--- src/design/crd_pkg.sv ---
// Constants and types shared by the core reset domain control design
`default_nettype none
package crd_pkg;

    // ------------------------------------------------------------
    // Register byte offsets
    // ------------------------------------------------------------
    localparam logic [4:0] ADDR_CTRL = 5'h00;
    localparam logic [4:0] ADDR_STATUS = 5'h04;
    localparam logic [4:0] ADDR_MSTATE = 5'h08;
    localparam logic [4:0] ADDR_BOOT_ADDR = 5'h0C;
    localparam logic [4:0] ADDR_BOOT_MODE = 5'h10;
    localparam logic [4:0] ADDR_DBG_CTRL = 5'h14;

    // ------------------------------------------------------------
    // Field positions
    // ------------------------------------------------------------
    localparam int CTRL_EXIT_DBG = 2;
    localparam int ST_WAKEUP = 3;
    localparam int ST_SESSION = 4;
    localparam int ST_HALTED = 5;
    localparam int ST_STOPPED = 6;
    localparam int ST_RSRV = 7;
    localparam int ST_CPU_RST = 8;
    localparam int ST_DBG_RST = 9;
    localparam int DBG_DRIVE = 0;
    localparam int DBG_IR_LSB = 4;

    // ------------------------------------------------------------
    // Widths and reset values
    // ------------------------------------------------------------
    localparam int BASE_W = 30;
    localparam int IR_W = 4;
    localparam logic [IR_W-1:0] IR_CAPTURE_VAL = 4'h1;
    localparam logic [3:0] MSTATE_RST = 4'h0;
    localparam logic [31:0] RDATA_RST = 32'h0000_0000;

    // ------------------------------------------------------------
    // Low-power modes and sequencer states
    // ------------------------------------------------------------
    typedef enum logic [1:0] {
        LPM_NONE = 2'h0,
        LPM_DOZE = 2'h1,
        LPM_NAP = 2'h2,
        LPM_SLEEP = 2'h3
    } crd_lp_mode_t;

    typedef enum logic [1:0] {
        LP_RUN = 2'h0,
        LP_LOW = 2'h1,
        LP_WAKE = 2'h3
    } crd_lp_state_t;

endpackage
`default_nettype wire

--- src/design/crd_sync.sv ---
// Two-flop level synchroniser with a constant reset value
`timescale 1ns/10ps
`default_nettype none
module crd_sync #(
    parameter int WIDTH = 1,
    parameter logic RST_VAL = 1'b0
) (
    // Clock and control
    input wire logic clk,
    input wire logic rst,
    input wire logic ce,
    // Data
    input wire logic [WIDTH-1:0] d,
    output logic [WIDTH-1:0] q
);
    logic [WIDTH-1:0] meta;
    logic [WIDTH-1:0] next_meta;
    logic [WIDTH-1:0] next_q;

    always_comb begin
        next_meta = d;
        next_q = meta;
    end

    always_ff @(posedge clk) begin
        if (rst) begin
            meta <= {WIDTH{RST_VAL}};
            q <= {WIDTH{RST_VAL}};
        end else if (ce) begin
            meta <= next_meta;
            q <= next_q;
        end
    end
endmodule
`default_nettype wire

--- src/design/crd_dbg.sv ---
// Debug-domain logic: request drive, instruction shift and key output
`timescale 1ns/10ps
`default_nettype none
module crd_dbg (
    // Clock and control
    input wire logic clk,
    input wire logic ce,
    input wire logic dbg_rst,
    // Register access
    input wire logic dbg_wr,
    input wire logic dbg_wdata,
    output logic drive_req,
    output logic [crd_pkg::IR_W-1:0] ir_value,
    // Test access
    input wire logic full_debug_enable,
    input wire logic key_in,
    input wire logic tap_capture_ir,
    input wire logic tap_shift_ir,
    input wire logic tdi,
    output logic tdo
);
    logic next_drive_req;
    logic [crd_pkg::IR_W-1:0] next_ir_value;
    logic next_tdo;

    always_comb begin
        next_drive_req = drive_req;
        next_ir_value = ir_value;
        next_tdo = tdo;
        if (dbg_wr) begin
            next_drive_req = dbg_wdata;
        end
        if (tap_capture_ir) begin
            next_ir_value = crd_pkg::IR_CAPTURE_VAL;
        end else if (tap_shift_ir) begin
            next_ir_value = {tdi, ir_value[crd_pkg::IR_W-1:1]};
            next_tdo = full_debug_enable ? ir_value[0] : key_in;
        end
    end

    always_ff @(posedge clk) begin
        if (dbg_rst) begin
            drive_req <= 1'b0;
            ir_value <= crd_pkg::IR_CAPTURE_VAL;
            tdo <= 1'b0;
        end else if (ce) begin
            drive_req <= next_drive_req;
            ir_value <= next_ir_value;
            tdo <= next_tdo;
        end
    end

    // ------------------------------------------------------------
    // Checks
    // ------------------------------------------------------------
    logic key_shift;
    assign key_shift = tap_shift_ir & ~tap_capture_ir & ~full_debug_enable
        & ce;

    AST_KEY_OUT: assert property (
        @(posedge clk) disable iff (dbg_rst)
        key_shift |=> (tdo == $past(key_in))
    ) else $error("key input not shifted out");

    AST_DBG_CLEAR: assert property (
        @(posedge clk)
        $past(dbg_rst) |-> (!drive_req && !tdo)
    ) else $error("debug state not cleared by reset");
endmodule
`default_nettype wire

--- src/design/crd_top.sv ---
// Core reset domain control: reset domains, state outputs, register slave
//
// Overview of operation
// - Processor reset leaves debug logic untouched
// - Test reset clears debug side only
// - Debug registers reachable in run or reset
// - Later resets handled independently per domain
// - Por OR test reset clears debug logic
// - Por OR processor reset clears processor registers
// - Fully static; state kept with clock stopped
// - Base, endian, encoding inputs set boot defaults
// - Session indicator high in reset, low in session
// - Doze, nap, sleep only while in mode
// - Wake-up output asks clocks to restart
// - Locked debug shifts key input in IR shift
// - Debug request pad enable, cleared in debug reset
// - Four state enable bits mirrored on outputs
// - Processor reset synchronised before use
// - First fetch at base followed by two zeros
`timescale 1ns/10ps
`default_nettype none
module crd_top (
    // Clock, power-on reset, clock enable
    input wire logic clk,
    input wire logic rst,
    input wire logic ce,
    // Avalon-MM slave
    input wire logic [4:0] avs_address,
    input wire logic avs_read,
    input wire logic avs_write,
    input wire logic [31:0] avs_writedata,
    input wire logic [3:0] avs_byteenable,
    output logic [31:0] avs_readdata,
    output logic avs_waitrequest,
    // Domain resets
    input wire logic proc_reset_n,
    input wire logic test_reset_n,
    // Boot defaults
    input wire logic [crd_pkg::BASE_W-1:0] handler_base,
    input wire logic endian_sel,
    input wire logic encoding_sel,
    output logic [31:0] boot_fetch_addr,
    output logic boot_endian,
    output logic boot_encoding,
    output logic boot_fetch_req,
    // Low power
    input wire logic clock_running_ind,
    input wire logic ext_int_n,
    input wire logic crit_int_n,
    output logic doze,
    output logic nap,
    output logic sleep,
    output logic wakeup,
    // Debug
    input wire logic full_debug_enable,
    input wire logic debug_request_n,
    output logic debug_request_o,
    output logic debug_request_pad_oe,
    output logic debug_session_n,
    input wire logic key_in,
    input wire logic tap_capture_ir,
    input wire logic tap_shift_ir,
    input wire logic tdi,
    output logic tdo,
    // Processor state
    output logic [3:0] state_enable_mirror,
    input wire logic halt_req,
    output logic halted,
    input wire logic stop_req,
    output logic stopped,
    input wire logic rsrv_set,
    input wire logic rsrv_clr,
    output logic reservation
);
    // ------------------------------------------------------------
    // Reset domains
    // ------------------------------------------------------------
    logic proc_reset_sync_n;
    logic cpu_rst;
    logic dbg_rst;
    logic cpu_rst_d;

    crd_sync #(.WIDTH(1), .RST_VAL(1'b0)) u_proc_sync (
        .clk(clk),
        .rst(rst),
        .ce(ce),
        .d(proc_reset_n),
        .q(proc_reset_sync_n)
    );

    assign cpu_rst = rst | ~proc_reset_sync_n;
    assign dbg_rst = rst | ~test_reset_n;

    // ------------------------------------------------------------
    // Register bus
    // ------------------------------------------------------------
    logic ack;
    logic next_ack;
    logic [31:0] next_readdata;
    logic req;
    logic wr_fire;
    logic ctrl_wr;
    logic mstate_wr;
    logic dbg_wr;
    logic drive_req;
    logic [crd_pkg::IR_W-1:0] ir_value;
    logic [31:0] status_word;
    crd_pkg::crd_lp_mode_t lp_req;

    assign req = avs_read | avs_write;
    assign avs_waitrequest = req & ~(ack & ce);
    assign wr_fire = avs_write & ack & ce;
    assign ctrl_wr = wr_fire & avs_byteenable[0]
        & (avs_address == crd_pkg::ADDR_CTRL);
    assign mstate_wr = wr_fire & avs_byteenable[0]
        & (avs_address == crd_pkg::ADDR_MSTATE);
    // debug access in any cpu state
    assign dbg_wr = wr_fire & avs_byteenable[0]
        & (avs_address == crd_pkg::ADDR_DBG_CTRL);

    always_comb begin
        next_ack = req & ~ack;
        next_readdata = avs_readdata;
        if (avs_read & ~ack) begin
            unique case (avs_address)
                crd_pkg::ADDR_CTRL: next_readdata = {30'h0000_0000, lp_req};
                crd_pkg::ADDR_STATUS: next_readdata = status_word;
                crd_pkg::ADDR_MSTATE:
                    next_readdata = {28'h000_0000, state_enable_mirror};
                crd_pkg::ADDR_BOOT_ADDR: next_readdata = boot_fetch_addr;
                crd_pkg::ADDR_BOOT_MODE:
                    next_readdata = {30'h0000_0000, boot_encoding,
                        boot_endian};
                crd_pkg::ADDR_DBG_CTRL:
                    next_readdata = {24'h00_0000, ir_value, 3'h0, drive_req};
                default: next_readdata = crd_pkg::RDATA_RST;
            endcase
        end
    end

    always_ff @(posedge clk) begin
        if (rst) begin
            ack <= 1'b0;
            avs_readdata <= crd_pkg::RDATA_RST;
        end else if (ce) begin
            ack <= next_ack;
            avs_readdata <= next_readdata;
        end
    end

    // ------------------------------------------------------------
    // Debug domain
    // ------------------------------------------------------------
    // only debug reset reaches here
    crd_dbg u_dbg (
        .clk(clk),
        .ce(ce),
        .dbg_rst(dbg_rst),
        .dbg_wr(dbg_wr),
        .dbg_wdata(avs_writedata[crd_pkg::DBG_DRIVE]),
        .drive_req(drive_req),
        .ir_value(ir_value),
        .full_debug_enable(full_debug_enable),
        .key_in(key_in),
        .tap_capture_ir(tap_capture_ir),
        .tap_shift_ir(tap_shift_ir),
        .tdi(tdi),
        .tdo(tdo)
    );

    assign debug_request_pad_oe = drive_req;
    assign debug_request_o = 1'b0;

    // ------------------------------------------------------------
    // Processor domain
    // ------------------------------------------------------------
    crd_pkg::crd_lp_state_t lp_state;
    crd_pkg::crd_lp_state_t next_lp_state;
    crd_pkg::crd_lp_mode_t lp_mode;
    crd_pkg::crd_lp_mode_t next_lp_mode;
    crd_pkg::crd_lp_mode_t next_lp_req;
    logic [2:0] next_lp_ind;
    logic next_wakeup;
    logic session;
    logic next_session;
    logic next_halted;
    logic next_stopped;
    logic next_reservation;
    logic [3:0] next_mirror;
    logic wake_evt;
    logic dbg_enter;

    assign dbg_enter = ~debug_request_n & full_debug_enable;
    assign wake_evt = (~ext_int_n & state_enable_mirror[0])
        | (~crit_int_n & state_enable_mirror[2]) | ~debug_request_n;

    always_comb begin
        next_lp_state = lp_state;
        next_lp_mode = lp_mode;
        next_lp_req = lp_req;
        next_wakeup = wakeup;
        next_mirror = state_enable_mirror;
        if (ctrl_wr) begin
            next_lp_req = crd_pkg::crd_lp_mode_t'(avs_writedata[1:0]);
        end
        unique case (lp_state)
            crd_pkg::LP_RUN: begin
                if (lp_req != crd_pkg::LPM_NONE && !session) begin
                    next_lp_state = crd_pkg::LP_LOW;
                    next_lp_mode = lp_req;
                    next_lp_req = crd_pkg::LPM_NONE;
                end
            end
            crd_pkg::LP_LOW: begin
                if (wake_evt) begin
                    next_lp_state = crd_pkg::LP_WAKE;
                    next_wakeup = 1'b1;
                end
            end
            crd_pkg::LP_WAKE: begin
                if (clock_running_ind) begin
                    next_lp_state = crd_pkg::LP_RUN;
                    next_lp_mode = crd_pkg::LPM_NONE;
                    next_wakeup = 1'b0;
                end
            end
            default: begin
                next_lp_state = crd_pkg::LP_RUN;
                next_lp_mode = crd_pkg::LPM_NONE;
                next_wakeup = 1'b0;
            end
        endcase
        next_lp_ind = 3'h0;
        if (next_lp_state != crd_pkg::LP_RUN) begin
            next_lp_ind[0] = (next_lp_mode == crd_pkg::LPM_DOZE);
            next_lp_ind[1] = (next_lp_mode == crd_pkg::LPM_NAP);
            next_lp_ind[2] = (next_lp_mode == crd_pkg::LPM_SLEEP);
        end
        next_session = dbg_enter | (session
            & ~(ctrl_wr & avs_writedata[crd_pkg::CTRL_EXIT_DBG]));
        next_halted = halt_req;
        next_stopped = stop_req;
        next_reservation = rsrv_set | (reservation & ~rsrv_clr);
        if (mstate_wr) begin
            next_mirror = avs_writedata[3:0];
        end
    end

    always_ff @(posedge clk) begin
        if (cpu_rst) begin
            lp_state <= crd_pkg::LP_RUN;
            lp_mode <= crd_pkg::LPM_NONE;
            lp_req <= crd_pkg::LPM_NONE;
            {sleep, nap, doze} <= 3'h0;
            wakeup <= 1'b0;
            session <= 1'b0;
            halted <= 1'b0;
            stopped <= 1'b0;
            reservation <= 1'b0;
            state_enable_mirror <= crd_pkg::MSTATE_RST;
        end else if (ce) begin
            lp_state <= next_lp_state;
            lp_mode <= next_lp_mode;
            lp_req <= next_lp_req;
            {sleep, nap, doze} <= next_lp_ind;
            wakeup <= next_wakeup;
            session <= next_session;
            halted <= next_halted;
            stopped <= next_stopped;
            reservation <= next_reservation;
            state_enable_mirror <= next_mirror;
        end
    end

    assign debug_session_n = ~session;

    always_comb begin
        status_word = 32'h0000_0000;
        status_word[2:0] = {sleep, nap, doze};
        status_word[crd_pkg::ST_WAKEUP] = wakeup;
        status_word[crd_pkg::ST_SESSION] = session;
        status_word[crd_pkg::ST_HALTED] = halted;
        status_word[crd_pkg::ST_STOPPED] = stopped;
        status_word[crd_pkg::ST_RSRV] = reservation;
        status_word[crd_pkg::ST_CPU_RST] = cpu_rst;
        status_word[crd_pkg::ST_DBG_RST] = dbg_rst;
    end

    // ------------------------------------------------------------
    // Boot defaults
    // ------------------------------------------------------------
    logic [31:0] next_boot_addr;
    logic next_boot_endian;
    logic next_boot_encoding;
    logic next_fetch_req;

    always_comb begin
        next_boot_addr = boot_fetch_addr;
        next_boot_endian = boot_endian;
        next_boot_encoding = boot_encoding;
        if (cpu_rst) begin
            next_boot_addr = {handler_base, 2'b00};
            next_boot_endian = endian_sel;
            next_boot_encoding = encoding_sel;
        end
        next_fetch_req = cpu_rst_d & ~cpu_rst;
    end

    always_ff @(posedge clk) begin
        if (rst) begin
            boot_fetch_addr <= 32'h0000_0000;
            boot_endian <= 1'b0;
            boot_encoding <= 1'b0;
            boot_fetch_req <= 1'b0;
            cpu_rst_d <= 1'b1;
        end else if (ce) begin
            boot_fetch_addr <= next_boot_addr;
            boot_endian <= next_boot_endian;
            boot_encoding <= next_boot_encoding;
            boot_fetch_req <= next_fetch_req;
            cpu_rst_d <= cpu_rst;
        end
    end

    // ------------------------------------------------------------
    // Checks
    // ------------------------------------------------------------
    logic [1:0] ce_hist;
    logic enter_now;
    logic halt_now;
    logic dbg_quiet;
    logic cpu_quiet;
    logic [3:0] wdata_low;

    assign enter_now = dbg_enter & ce & ~cpu_rst;
    assign halt_now = halt_req & ce & ~cpu_rst;
    assign dbg_quiet = ~dbg_rst & ~dbg_wr;
    assign cpu_quiet = ~test_reset_n & ~cpu_rst & ~mstate_wr;
    assign wdata_low = avs_writedata[3:0];

    always_ff @(posedge clk) begin
        ce_hist <= {ce_hist[0], ce};
    end

    AST_DBG_ISOLATE: assert property (
        @(posedge clk) disable iff (rst)
        $past(dbg_quiet) |-> (drive_req == $past(drive_req))
    ) else $error("debug drive changed without cause");

    AST_CPU_KEEPS: assert property (
        @(posedge clk) disable iff (rst)
        $past(cpu_quiet) |-> $stable(state_enable_mirror)
    ) else $error("test reset disturbed processor state");

    AST_CPU_CLEAR: assert property (
        @(posedge clk)
        $past(cpu_rst) |-> (state_enable_mirror == 4'h0 && !halted
            && !wakeup && !reservation)
    ) else $error("processor state not cleared");

    AST_SESSION: assert property (
        @(posedge clk) disable iff (rst)
        $past(enter_now) |-> !debug_session_n
    ) else $error("session indicator not asserted");

    AST_LP_IND: assert property (
        @(posedge clk) disable iff (rst)
        (lp_state == crd_pkg::LP_RUN) |-> ({sleep, nap, doze} == 3'h0)
    ) else $error("low-power indicator outside its mode");

    AST_LP_ONE: assert property (
        @(posedge clk) disable iff (rst)
        $onehot0({sleep, nap, doze})
    ) else $error("more than one low-power indicator");

    AST_WAKE_DROP: assert property (
        @(posedge clk) disable iff (rst)
        (lp_state == crd_pkg::LP_WAKE && clock_running_ind && ce)
            |=> (!wakeup && lp_state == crd_pkg::LP_RUN)
    ) else $error("wake-up not released when clocks run");

    AST_MIRROR: assert property (
        @(posedge clk) disable iff (rst)
        (mstate_wr && !cpu_rst) |=> (state_enable_mirror == $past(wdata_low))
    ) else $error("state enable mirror not updated");

    AST_BOOT_ADDR: assert property (
        @(posedge clk) disable iff (rst)
        (boot_fetch_req && ce_hist == 2'b11)
            |-> (boot_fetch_addr == {$past(handler_base, 2), 2'b00})
    ) else $error("boot fetch address wrong");

    AST_HALT: assert property (
        @(posedge clk) disable iff (rst)
        $past(halt_now) |-> halted
    ) else $error("held halt request not answered");
endmodule
`default_nettype wire

--- config.mk ---
export PLATFORM = sky130hd
export DESIGN_NAME = crd_top
export DESIGN_NICKNAME = d
export VERILOG_FILES = /design/src/design/crd_pkg.sv /design/src/design/crd_sync.sv /design/src/design/crd_dbg.sv /design/src/design/crd_top.sv
export SDC_FILE = /design/constraint.sdc
export NUM_CORES = 1
export LEC_CHECK = 0
export ABC_AREA = 1
export BUFFER_PORTS_ARGS = -buffer_cell sky130_fd_sc_hd__buf_2
export CORE_MARGIN = 10
export CORE_UTILIZATION = 30
export CTS_CLUSTER_DIAMETER = 200
export CTS_CLUSTER_SIZE = 40
export DETAILED_ROUTE_END_ITERATION = 12
export PLACE_DENSITY = 0.55
export SETUP_SLACK_MARGIN = 0.3
export SYNTH_ARGS = -nofsm -noshare
export SYNTH_HDL_FRONTEND = slang
export SYNTH_HIERARCHICAL = 1
export SYNTH_SLANG_ARGS = --single-unit
--- constraint.sdc ---
create_clock -name clk -period 1.2 [get_ports clk]
set_input_delay 0.12 -clock clk [delete_from_list [all_inputs] [get_ports clk]]
set_output_delay 0.12 -clock clk [all_outputs]
set_load 0.01 [all_outputs]
# Yosys cells after proc, flatten, opt, wreduce, memory -nomap -nowiden
# Index checks and enable logic that the tools add are counted.
# totals
regBits,93
elab_cells,105
# classes
n_eq_ne,12
muxes,18
bitwise_logic,37
reduce_logical,14
# op_table
op,n
one-hot mux 32 bit (6 select lines),1
bitwise AND 1 bit,17
2-to-1 mux 2 bit,8
NOT 1 bit,13
one-hot mux 2 bit (3 select lines),2
equality test 5 x 4 -> 1 bit (second input constant),2
equality test 5 bit (second input constant),2
AND reduction 2 bit,5
2-to-1 mux 4 bit,2
bitwise OR 1 bit,7
equality test 2 bit (second input constant),3
nonzero test 2 bit,3
equality test 5 x 3 -> 1 bit (second input constant),1
logical NOT 5 bit,1
equality test 2 x 1 -> 1 bit (second input constant),2
!= test 2 bit (second input constant),2
AND reduction 4 bit,1
2-to-1 mux 1 bit,3
2-to-1 mux 3 bit,1
one-hot mux 1 bit (3 select lines),1
AND reduction 3 bit,1
logical NOT 2 bit,1
logical AND 1 bit,1
logical NOT 1 bit,1

# Depth between registers and ports, before layout
# Gate-level depths: netlist of run 1.
# logic_depth
word_depth,8
ltp_mapped,9
ltp_nobuf,9

# Hierarchy
# The synthesis of run 1 kept the hierarchy.
# modules_own_cells
mod,n_inst,cells_each,area_each_um2
crd_top,1,480,3504.6
crd_dbg,1,37,274.0
crd_sync,1,13,81.3

# Worst setup path before layout of run 1
# OpenSTA, ideal clock, no wires.
# synth_timing
path_kind,register -> register
start,register ack
end,register session
setup_time_ns,0.122
t_arrival_ns,1.003
setup_slack_ns,0.076
path_stages_with_launch,7
path_buffers,0
period_less_slack_ns,1.124
path_cell_list,dfxtp_1 nand2_1 inv_2 nand3_2 or2_4 o21ai_0 a21oi_1
# synth_between
elab_chain_cells,8
# synth_rtl
element,line_no,rtl
start: declaration,crd_top.sv:97,logic ack;
start signal: assignment,crd_top.sv:146,ack <= next_ack;
bitwise AND 1 bit (2 in a row),crd_top.sv:112,assign wr_fire = avs_write & ack & ce;
bitwise AND 1 bit,crd_top.sv:113,assign ctrl_wr = wr_fire & avs_byteenable[0]
bitwise AND 1 bit,crd_top.sv:114,& (avs_address == crd_pkg::ADDR_CTRL);
bitwise AND 1 bit,crd_top.sv:240,& ~(ctrl_wr & avs_writedata[crd_pkg::CTRL_EXIT_DBG]));
NOT 1 bit,crd_top.sv:240,
bitwise AND 1 bit,crd_top.sv:240,
bitwise OR 1 bit,crd_top.sv:239,next_session = dbg_enter | (session
end signal: assignment,crd_top.sv:267,session <= next_session;
end: declaration,crd_top.sv:184,logic session;
# Every way passes these cells.
# A chain may end at the register's enable or synchronous reset.

# Worst setup path after layout of run 1
# layout_timing
start,register ack
end,register avs_readdata[18]
# layout_between
elab_chain_cells,3
# layout_rtl
element,line_no,rtl
NOT 1 bit,crd_top.sv:124,if (avs_read & ~ack) begin
bitwise AND 1 bit,crd_top.sv:124,
AND reduction 2 bit (no source line),-,
end signal: assignment,crd_top.sv:144,avs_readdata <= crd_pkg::RDATA_RST;
end signal: assignment,crd_top.sv:147,avs_readdata <= next_readdata;
end: declaration,crd_top.sv:33,"output logic [31:0] avs_readdata,"
# Every way passes these cells.

==> results of run 1 <==
==> what timing repair did <==
| action | CTS | global route |
|---|---|---|
| gates cloned | 12 | 1 |
| endpoints found under the hold margin | 18 | 0 |
| hold buffers | 18 | 0 |
| buffers inserted | 54 | 18 |
| endpoints found under the setup margin | 161 | 165 |
| gates resized for setup | 346 | 68 |
| pin swaps | 24 | 16 |
==> power groups by stage <==
stage / Sequential [W] / Clock (W) / Combinational, W
after global routing: 0.00339 / 0.00279 / 0.00188
after global placement: 0.00340 / 0 / 0.000857
after detailed placement: 0.00340 / 0 / 0.000872
after CTS: 0.00337 / 0.00267 / 0.00163
final: 0.00338 / 0.00263 / 0.00175
after floorplan: 0.00345 / 0 / 0.000390
==> routing by layer <==
metal	share of wire [%]	track usage, %
met5	0	0
met4	2.0	6.47
met3	8.0	7.14
met2	51	31.3
met1	39	19.2
==> per-stage QoR <==
step | std cells | instance area [µm²]
floorplan | 532 | 3950
global placement | 846 | 4940
detailed placement | 846 | 4940
CTS | 945 | 7190
global route | 964 | 7570
finish | 964 | 7570
==> layout make-up <==
class                   instances  area (µm²)  area share (%)
flip-flops and latches         93        1990            26.3
clock inverters                 2        10.0           0.132
inverters                      36         158            2.08
repair buffers                278        2710            35.8
multi-input cells             370        2240            29.5
clock buffers                  13         250            3.31
well taps                     172         215            2.84
==> state kept, by name (all words and copies together), names as in the netlist, 2 cells and up <==
register and flops:
avs_readdata 32, u_dbg/ir_value 4, lp_mode 2, state_enable_mirror 4, lp_state 2, boot_fetch_addr 30
lp_req 2
==> cell families (layout without fill, tap and decap cells) <==
family / Yosys count / count (layout)
AND/OR/NAND/NOR: 230 / 230
other: 1 / 3
buffers and inverters: 69 / 329
AO/OA/AOI/OAI: 137 / 137
flip-flops: 93 / 93
==> worst min-delay path, stage by stage <==
cell,delay [ns]
buf_2,0.08
nor2_1,0.03
nor2_1,0.09
==> final timing paths <==
path,end,slack [ns],depth (start not counted)
min,boot_fetch_addr[7]$_SDFFE_PP0P_,0.007,3
min reg2reg,boot_fetch_req$_SDFFE_PP0P_,0.47,2
max reg2reg,avs_readdata[18]$_SDFFE_PP0P_,-0.02,7
max,avs_readdata[18]$_SDFFE_PP0P_,-0.02,7
==> cells in the final DEF, fill, tap and decap left out, drive strengths merged <==
master / count
buf: 259
nor2: 97
dfxtp: 93
nand2: 91
o21ai: 77
a21oi: 54
inv: 35
nand3: 20
nand4: 18
dlygate4sd3: 18
clkbuf: 14
conb: 3
clkinv: 3
or2: 3
o211ai: 2
a211oi: 2
o21bai: 1
o221ai: 1
nor3: 1
==> impl_metrics.toml, run 1 <==
[outcome]
status = "finished, violations left"
violations = "setup timing"

[placement]
post-dp-hpwl_um = 9910
pre_cts_ws_ns = -0.0697
gp_congestion = 0.831
portBuffers = 141

[yosys]
yosys_warnings = 6
yosysTopAreaCellShare_pct = 48.2
synth.yosys.seq_area_share_pct = 48.2
ys_ff_latch = 93
synth.largest_area_cell = "dfxtp_1"
synth_top_family_by_area = "simple AND/OR/NAND/NOR gates"
netlist_top_cells_area = "dfxtp_1 (48%), o21ai_0 (9.7%), nor2_1 (8.9%)"
synth_ff_type = "dfxtp_1"
yosysMostFrequentCell = "dfxtp_1"
yosys.area_share.adder_pct = 0
synth_edf_count = 0
muxShareOfSynthArea_pct = 0
yosys-top-cells-count = "dfxtp_1 (93), nor2_1 (92), nand2_1 (90)"
synth.avg_cell_area_um2 = 7.28
synth-compound-area-share_pct = 18.4
synth-simple-area-share_pct = 25.4
syn_area_um2 = 3860
syn_inst = 530
synth_xor_xnor_area_share_pct = 0
synth.distinct_cells = 29
synthArstFlopShare_pct = 0

[timing]
whs_ns = 0.00726
rsz0062_at_grt = "true"
setup_slack_ns = -0.0198
setup_tns_ns = -0.0915
hold_violations = 0
fin_crit_sh_pct = 102
clock.fmax_ghz = 0.820
slew_headroom_pct = 60.1
fin_crit_ns = 1.22
finalClockSkew_ns = 0.00744
setup_viol = 8
worst_pin_slew_ns = 0.599
slew_violations = 0

[final_layout]
diodes = 0
drive_above_1_share_pct = 62.4
syn_to_final_growth_pct = 96.1
fillers = 1107
fin_util_pct = 60.0
fin_nets = 881

[global_route]
track_usage_pct = 18.0
grt_pass1_vias = 4946
grt_antenna_before_repair = 0
grt_pass1_wl_um = 25700
grt-ovfl-total = 0
grt_max_degree = 43

[floorplan]
initial_core_util_pct = 30.6
dieArea_um2 = 17800
core_um2 = 12600
num_io_pins = 176
die_h_um = 133
row_count = 41
die_w_um = 133

[clock_network]
clk_pin_slew_ns = 0.07
clkLatencyLatePin_ns = 0.35
cts_buffers = 9
htreeDepth = 3
cts.path.max_buffers = 2
cts-root-buf = "clkbuf_16"
cts_tree = "built"
cts_sinks = 93

[critical_path]
cp_max_fo = 6
critPathArrivalTime_ns = 1.45
startpoint_type = "flop"
r2r-start = "ack$_SDFFE_PP0P_"
crit_chain = "buf_6 > nor2_4 > buf_12 > buf_12 > buf_12 > buf_16 > a21oi_2"
slowest_delay_ns = 0.33
criticalPathCategory = "flop to flop"
startpoint = "ack$_SDFFE_PP0P_"
critPathRequiredTime_ns = 1.43
cp_slowest_cell = "dfxtp_2"
crit_family = "buffers and inverters"
critPathCaptureType = "flop"
path_buf_inv = 5
cpMostUsedCell = "buf_12"

[detailed_routing]
wire_per_inst_um = 17.4
drc = 0
drt_first_pass_iters = 4
vias = 4703
postRouteAntennaNets = 0
routed_via_density = 4.88
routed_wirelength_um = 16800
first_iter_violations = 204

[power_and_ir_drop]
clkPwrFrac_pct = 33.9
sw_frac_of_total_pct = 27.2
p_int_w = 0.00564
comb_power_share_pct = 22.6
leakagePower_nw = 3.26
p_switching_w = 0.00211
power.share.sequential_pct = 43.5
total_power_w = 0.00775
p_per_area_nw_per_um2 = 1020
vdd_ir_drop_max_mv = 0.775

[flow_run]
max_cap_viol_count = 0

[min_path]
hp-start = "handler_base[5]"
hold_path.class = "input port to flop"
(Power assumes the default switching activity.)
==> run 2, diff against run 1 <==
--- a/config.mk
+++ b/config.mk
@@ -12,7 +12,7 @@
 export CTS_CLUSTER_DIAMETER = 200
 export CTS_CLUSTER_SIZE = 40
 export DETAILED_ROUTE_END_ITERATION = 12
-export PLACE_DENSITY = 0.55
+export PLACE_DENSITY = 0.64
 export SETUP_SLACK_MARGIN = 0.3
 export SYNTH_ARGS = -nofsm -noshare
 export SYNTH_HDL_FRONTEND = slang
==> run 2 against run 1 <==
The run still ends with setup timing left. Sequential share of layout area is 1.4 points lower. Non-clock buffer count grew 9. Final area grew 5.1%. Sequential power about the same. Global-route usage grew 0.085 points. Clock power rose by 8.0%. Routed wire length is 5.6% higher. Final cell count up 0.93%. Via count up 2.3%. Hold slack worse by 0.0034 ns. First-iteration DRC count up 54%. Die area did not move. Critical path type unchanged. Largest cell class unchanged.
==> impl_metrics.toml, run 2 (synthesis gave the netlist of run 1 again) <==
[power_and_ir_drop]
power.share.sequential_pct = 42.0
sw_frac_of_total_pct = 26.5
p_per_area_nw_per_um2 = 1010
p_int_w = 0.00592
comb_power_share_pct = 22.8
total_power_w = 0.00805
p_switching_w = 0.00213
vdd_ir_drop_max_mv = 0.622
clkPwrFrac_pct = 35.3
leakagePower_nw = 3.35

[placement]
portBuffers = 141
post-dp-hpwl_um = 9940
gp_congestion = 0.905

[timing]
setup_viol = 6
setup_slack_ns = -0.0214
finalClockSkew_ns = 0.00812
clock.fmax_ghz = 0.819
fin_crit_ns = 1.22
rsz0062_at_grt = "true"
fin_crit_sh_pct = 102
hold_violations = 0
setup_tns_ns = -0.0540
slew_violations = 0

[detailed_routing]
met3_length_um = 1230
wl_met1_um = 6690
met2WireLength_um = 9490
first_iter_violations = 315
dr.max_layer_used = "met4"
postRouteAntennaNets = 0
drt_first_pass_iters = 5
wire_per_inst_um = 18.2
routed_wirelength_um = 17700
vias = 4809
drc = 0
routed_via_density = 4.94

[critical_path]
critPathRequiredTime_ns = 1.49
critPathArrivalTime_ns = 1.51
cp_max_fo = 4
criticalPathCategory = "flop to flop"
critPathCaptureType = "flop"
startpoint_type = "flop"

[floorplan]
core_um2 = 12600
die_w_um = 133
dieArea_um2 = 17800
row_count = 41
num_io_pins = 176
die_h_um = 133
initial_core_util_pct = 30.6

[global_route]
grt_pass1_vias = 4800
grt-ovfl-total = 0
grt_max_degree = 31
grt_pass1_wl_um = 25700
grt_antenna_before_repair = 2
track_usage_pct = 18.0

[final_layout]
layout_commonest_cell = "buf_6"
seqCellArea_um2 = 1990
syn_to_final_growth_pct = 106
largest_reg_flops = 32
drive_above_1_share_pct = 66.7
fillers = 1017
reg_top3 = "avs_readdata: 32 flops, boot_fetch_addr: 30 flops"
fin_nets = 890
final_cell_mix = "buf_6 (96), buf_4 (82), dfxtp_2 (76), nand2_1 (65), buf_2 (61)"
fin_util_pct = 63.1
regMostFlops = "avs_readdata"
multiInputGateArea_um2 = 2480

[outcome]
violations = "setup timing"
status = "finished, violations left"

[clock_network]
cts.path.max_buffers = 2
cts_tree = "built"
clkLatencyLatePin_ns = 0.35
cts_sinks = 93
clk_pin_slew_ns = 0.06
htreeDepth = 3
cts_buffers = 9
cts-root-buf = "clkbuf_16"

[flow_run]
max_cap_viol_count = 0

[min_path]
hold_path.class = "input port to flop"
-- run 2: cell count changes in the layout (fill, tap and decap cells not counted), moves of 5 or more --
cell,before,now
nor2_1,78,49
nor2_4,15,39
o21ai_2,42,25
o21ai_1,17,32
a21oi_1,24,11
a21oi_2,29,38
nand2_1,72,65
nand2_4,5,12
buf_12,9,14
nor2_2,4,9
o21ai_0,14,19
-- run 2: path summary, 6_finish.rpt --
kind / end / slack (ns) / start / cells past startpoint
setup / recovery: lp_mode[0]$_SDFFE_PN0P_ / -0.02 / lp_state[0]$_SDFFE_PN0P_ / 8
hold / removal: boot_endian$_SDFFE_PP0P_ / 0.004 / endian_sel / 3
setup reg to reg: lp_mode[0]$_SDFFE_PN0P_ / -0.02 / lp_state[0]$_SDFFE_PN0P_ / 8
hold reg to reg: boot_fetch_req$_SDFFE_PP0P_ / 0.46 / cpu_rst_d$_SDFFE_PP1P_ / 2
-- run 2: layout make-up --
class	count	share of cell area, %
Antenna cell	2	0.0629
Clock buffer	11	3.18
Clock inverter	2	0.440
Inverter	36	2.01
Multi-Input combinational cell	370	31.2
Sequential cell	93	25.0
Tap cell	172	2.70
Timing Repair Buffer	287	35.5
-- run 2: power groups by stage --
stage,Combinational [W],Sequential (W),Clock (W)
floorplan,0.000390,0.00345,0
global placement,0.000883,0.00341,0
detailed placement,0.000887,0.00341,0
CTS,0.00160,0.00337,0.00290
global route,0.00195,0.00339,0.00302
finish,0.00183,0.00338,0.00284
-- run 2: metal layers --
metal	track usage, %	vias to the layer above
met2	32.5	185
met4	6.65	0
met5	0	-
met3	5.19	25
li1	-	2284
met1	19.6	2315
-- run 2: worst max-delay path, cell delays in order, from the launching register on --
cell and delay [ns]:
dfxtp_4 0.38, inv_4 0.04, a21oi_4 0.18, nand2_1 0.08, nand2_1 0.08, nand2_2 0.09, buf_6 0.13, buf_6 0.10
a21oi_2 0.09
-- run 2: what timing repair did --
action	CTS	global route
endpoints found under the setup margin	161	164
pin swaps	40	63
resized for setup	329	151
setup buffers	49	28
cloned	11	3
hold buffers	18	0
endpoints found under the hold margin	18	0
-- run 2: metrics by stage --
| step | cell area [µm²] | std cells | hold WS (ns) | setup WS, ns |
|---|---|---|---|---|
| global placement | 5000 | 849 | 0.325 | -0.0451 |
| detailed placement | 5000 | 849 | 0.333 | -0.0950 |
| CTS | 7230 | 940 | 0.0000549 | -0.00579 |
| global route | 7960 | 972 | 0.0207 | -0.109 |
| finish | 7960 | 973 | 0.00389 | -0.0214 |
| floorplan | 3950 | 532 | 0.216 | 0.147 |
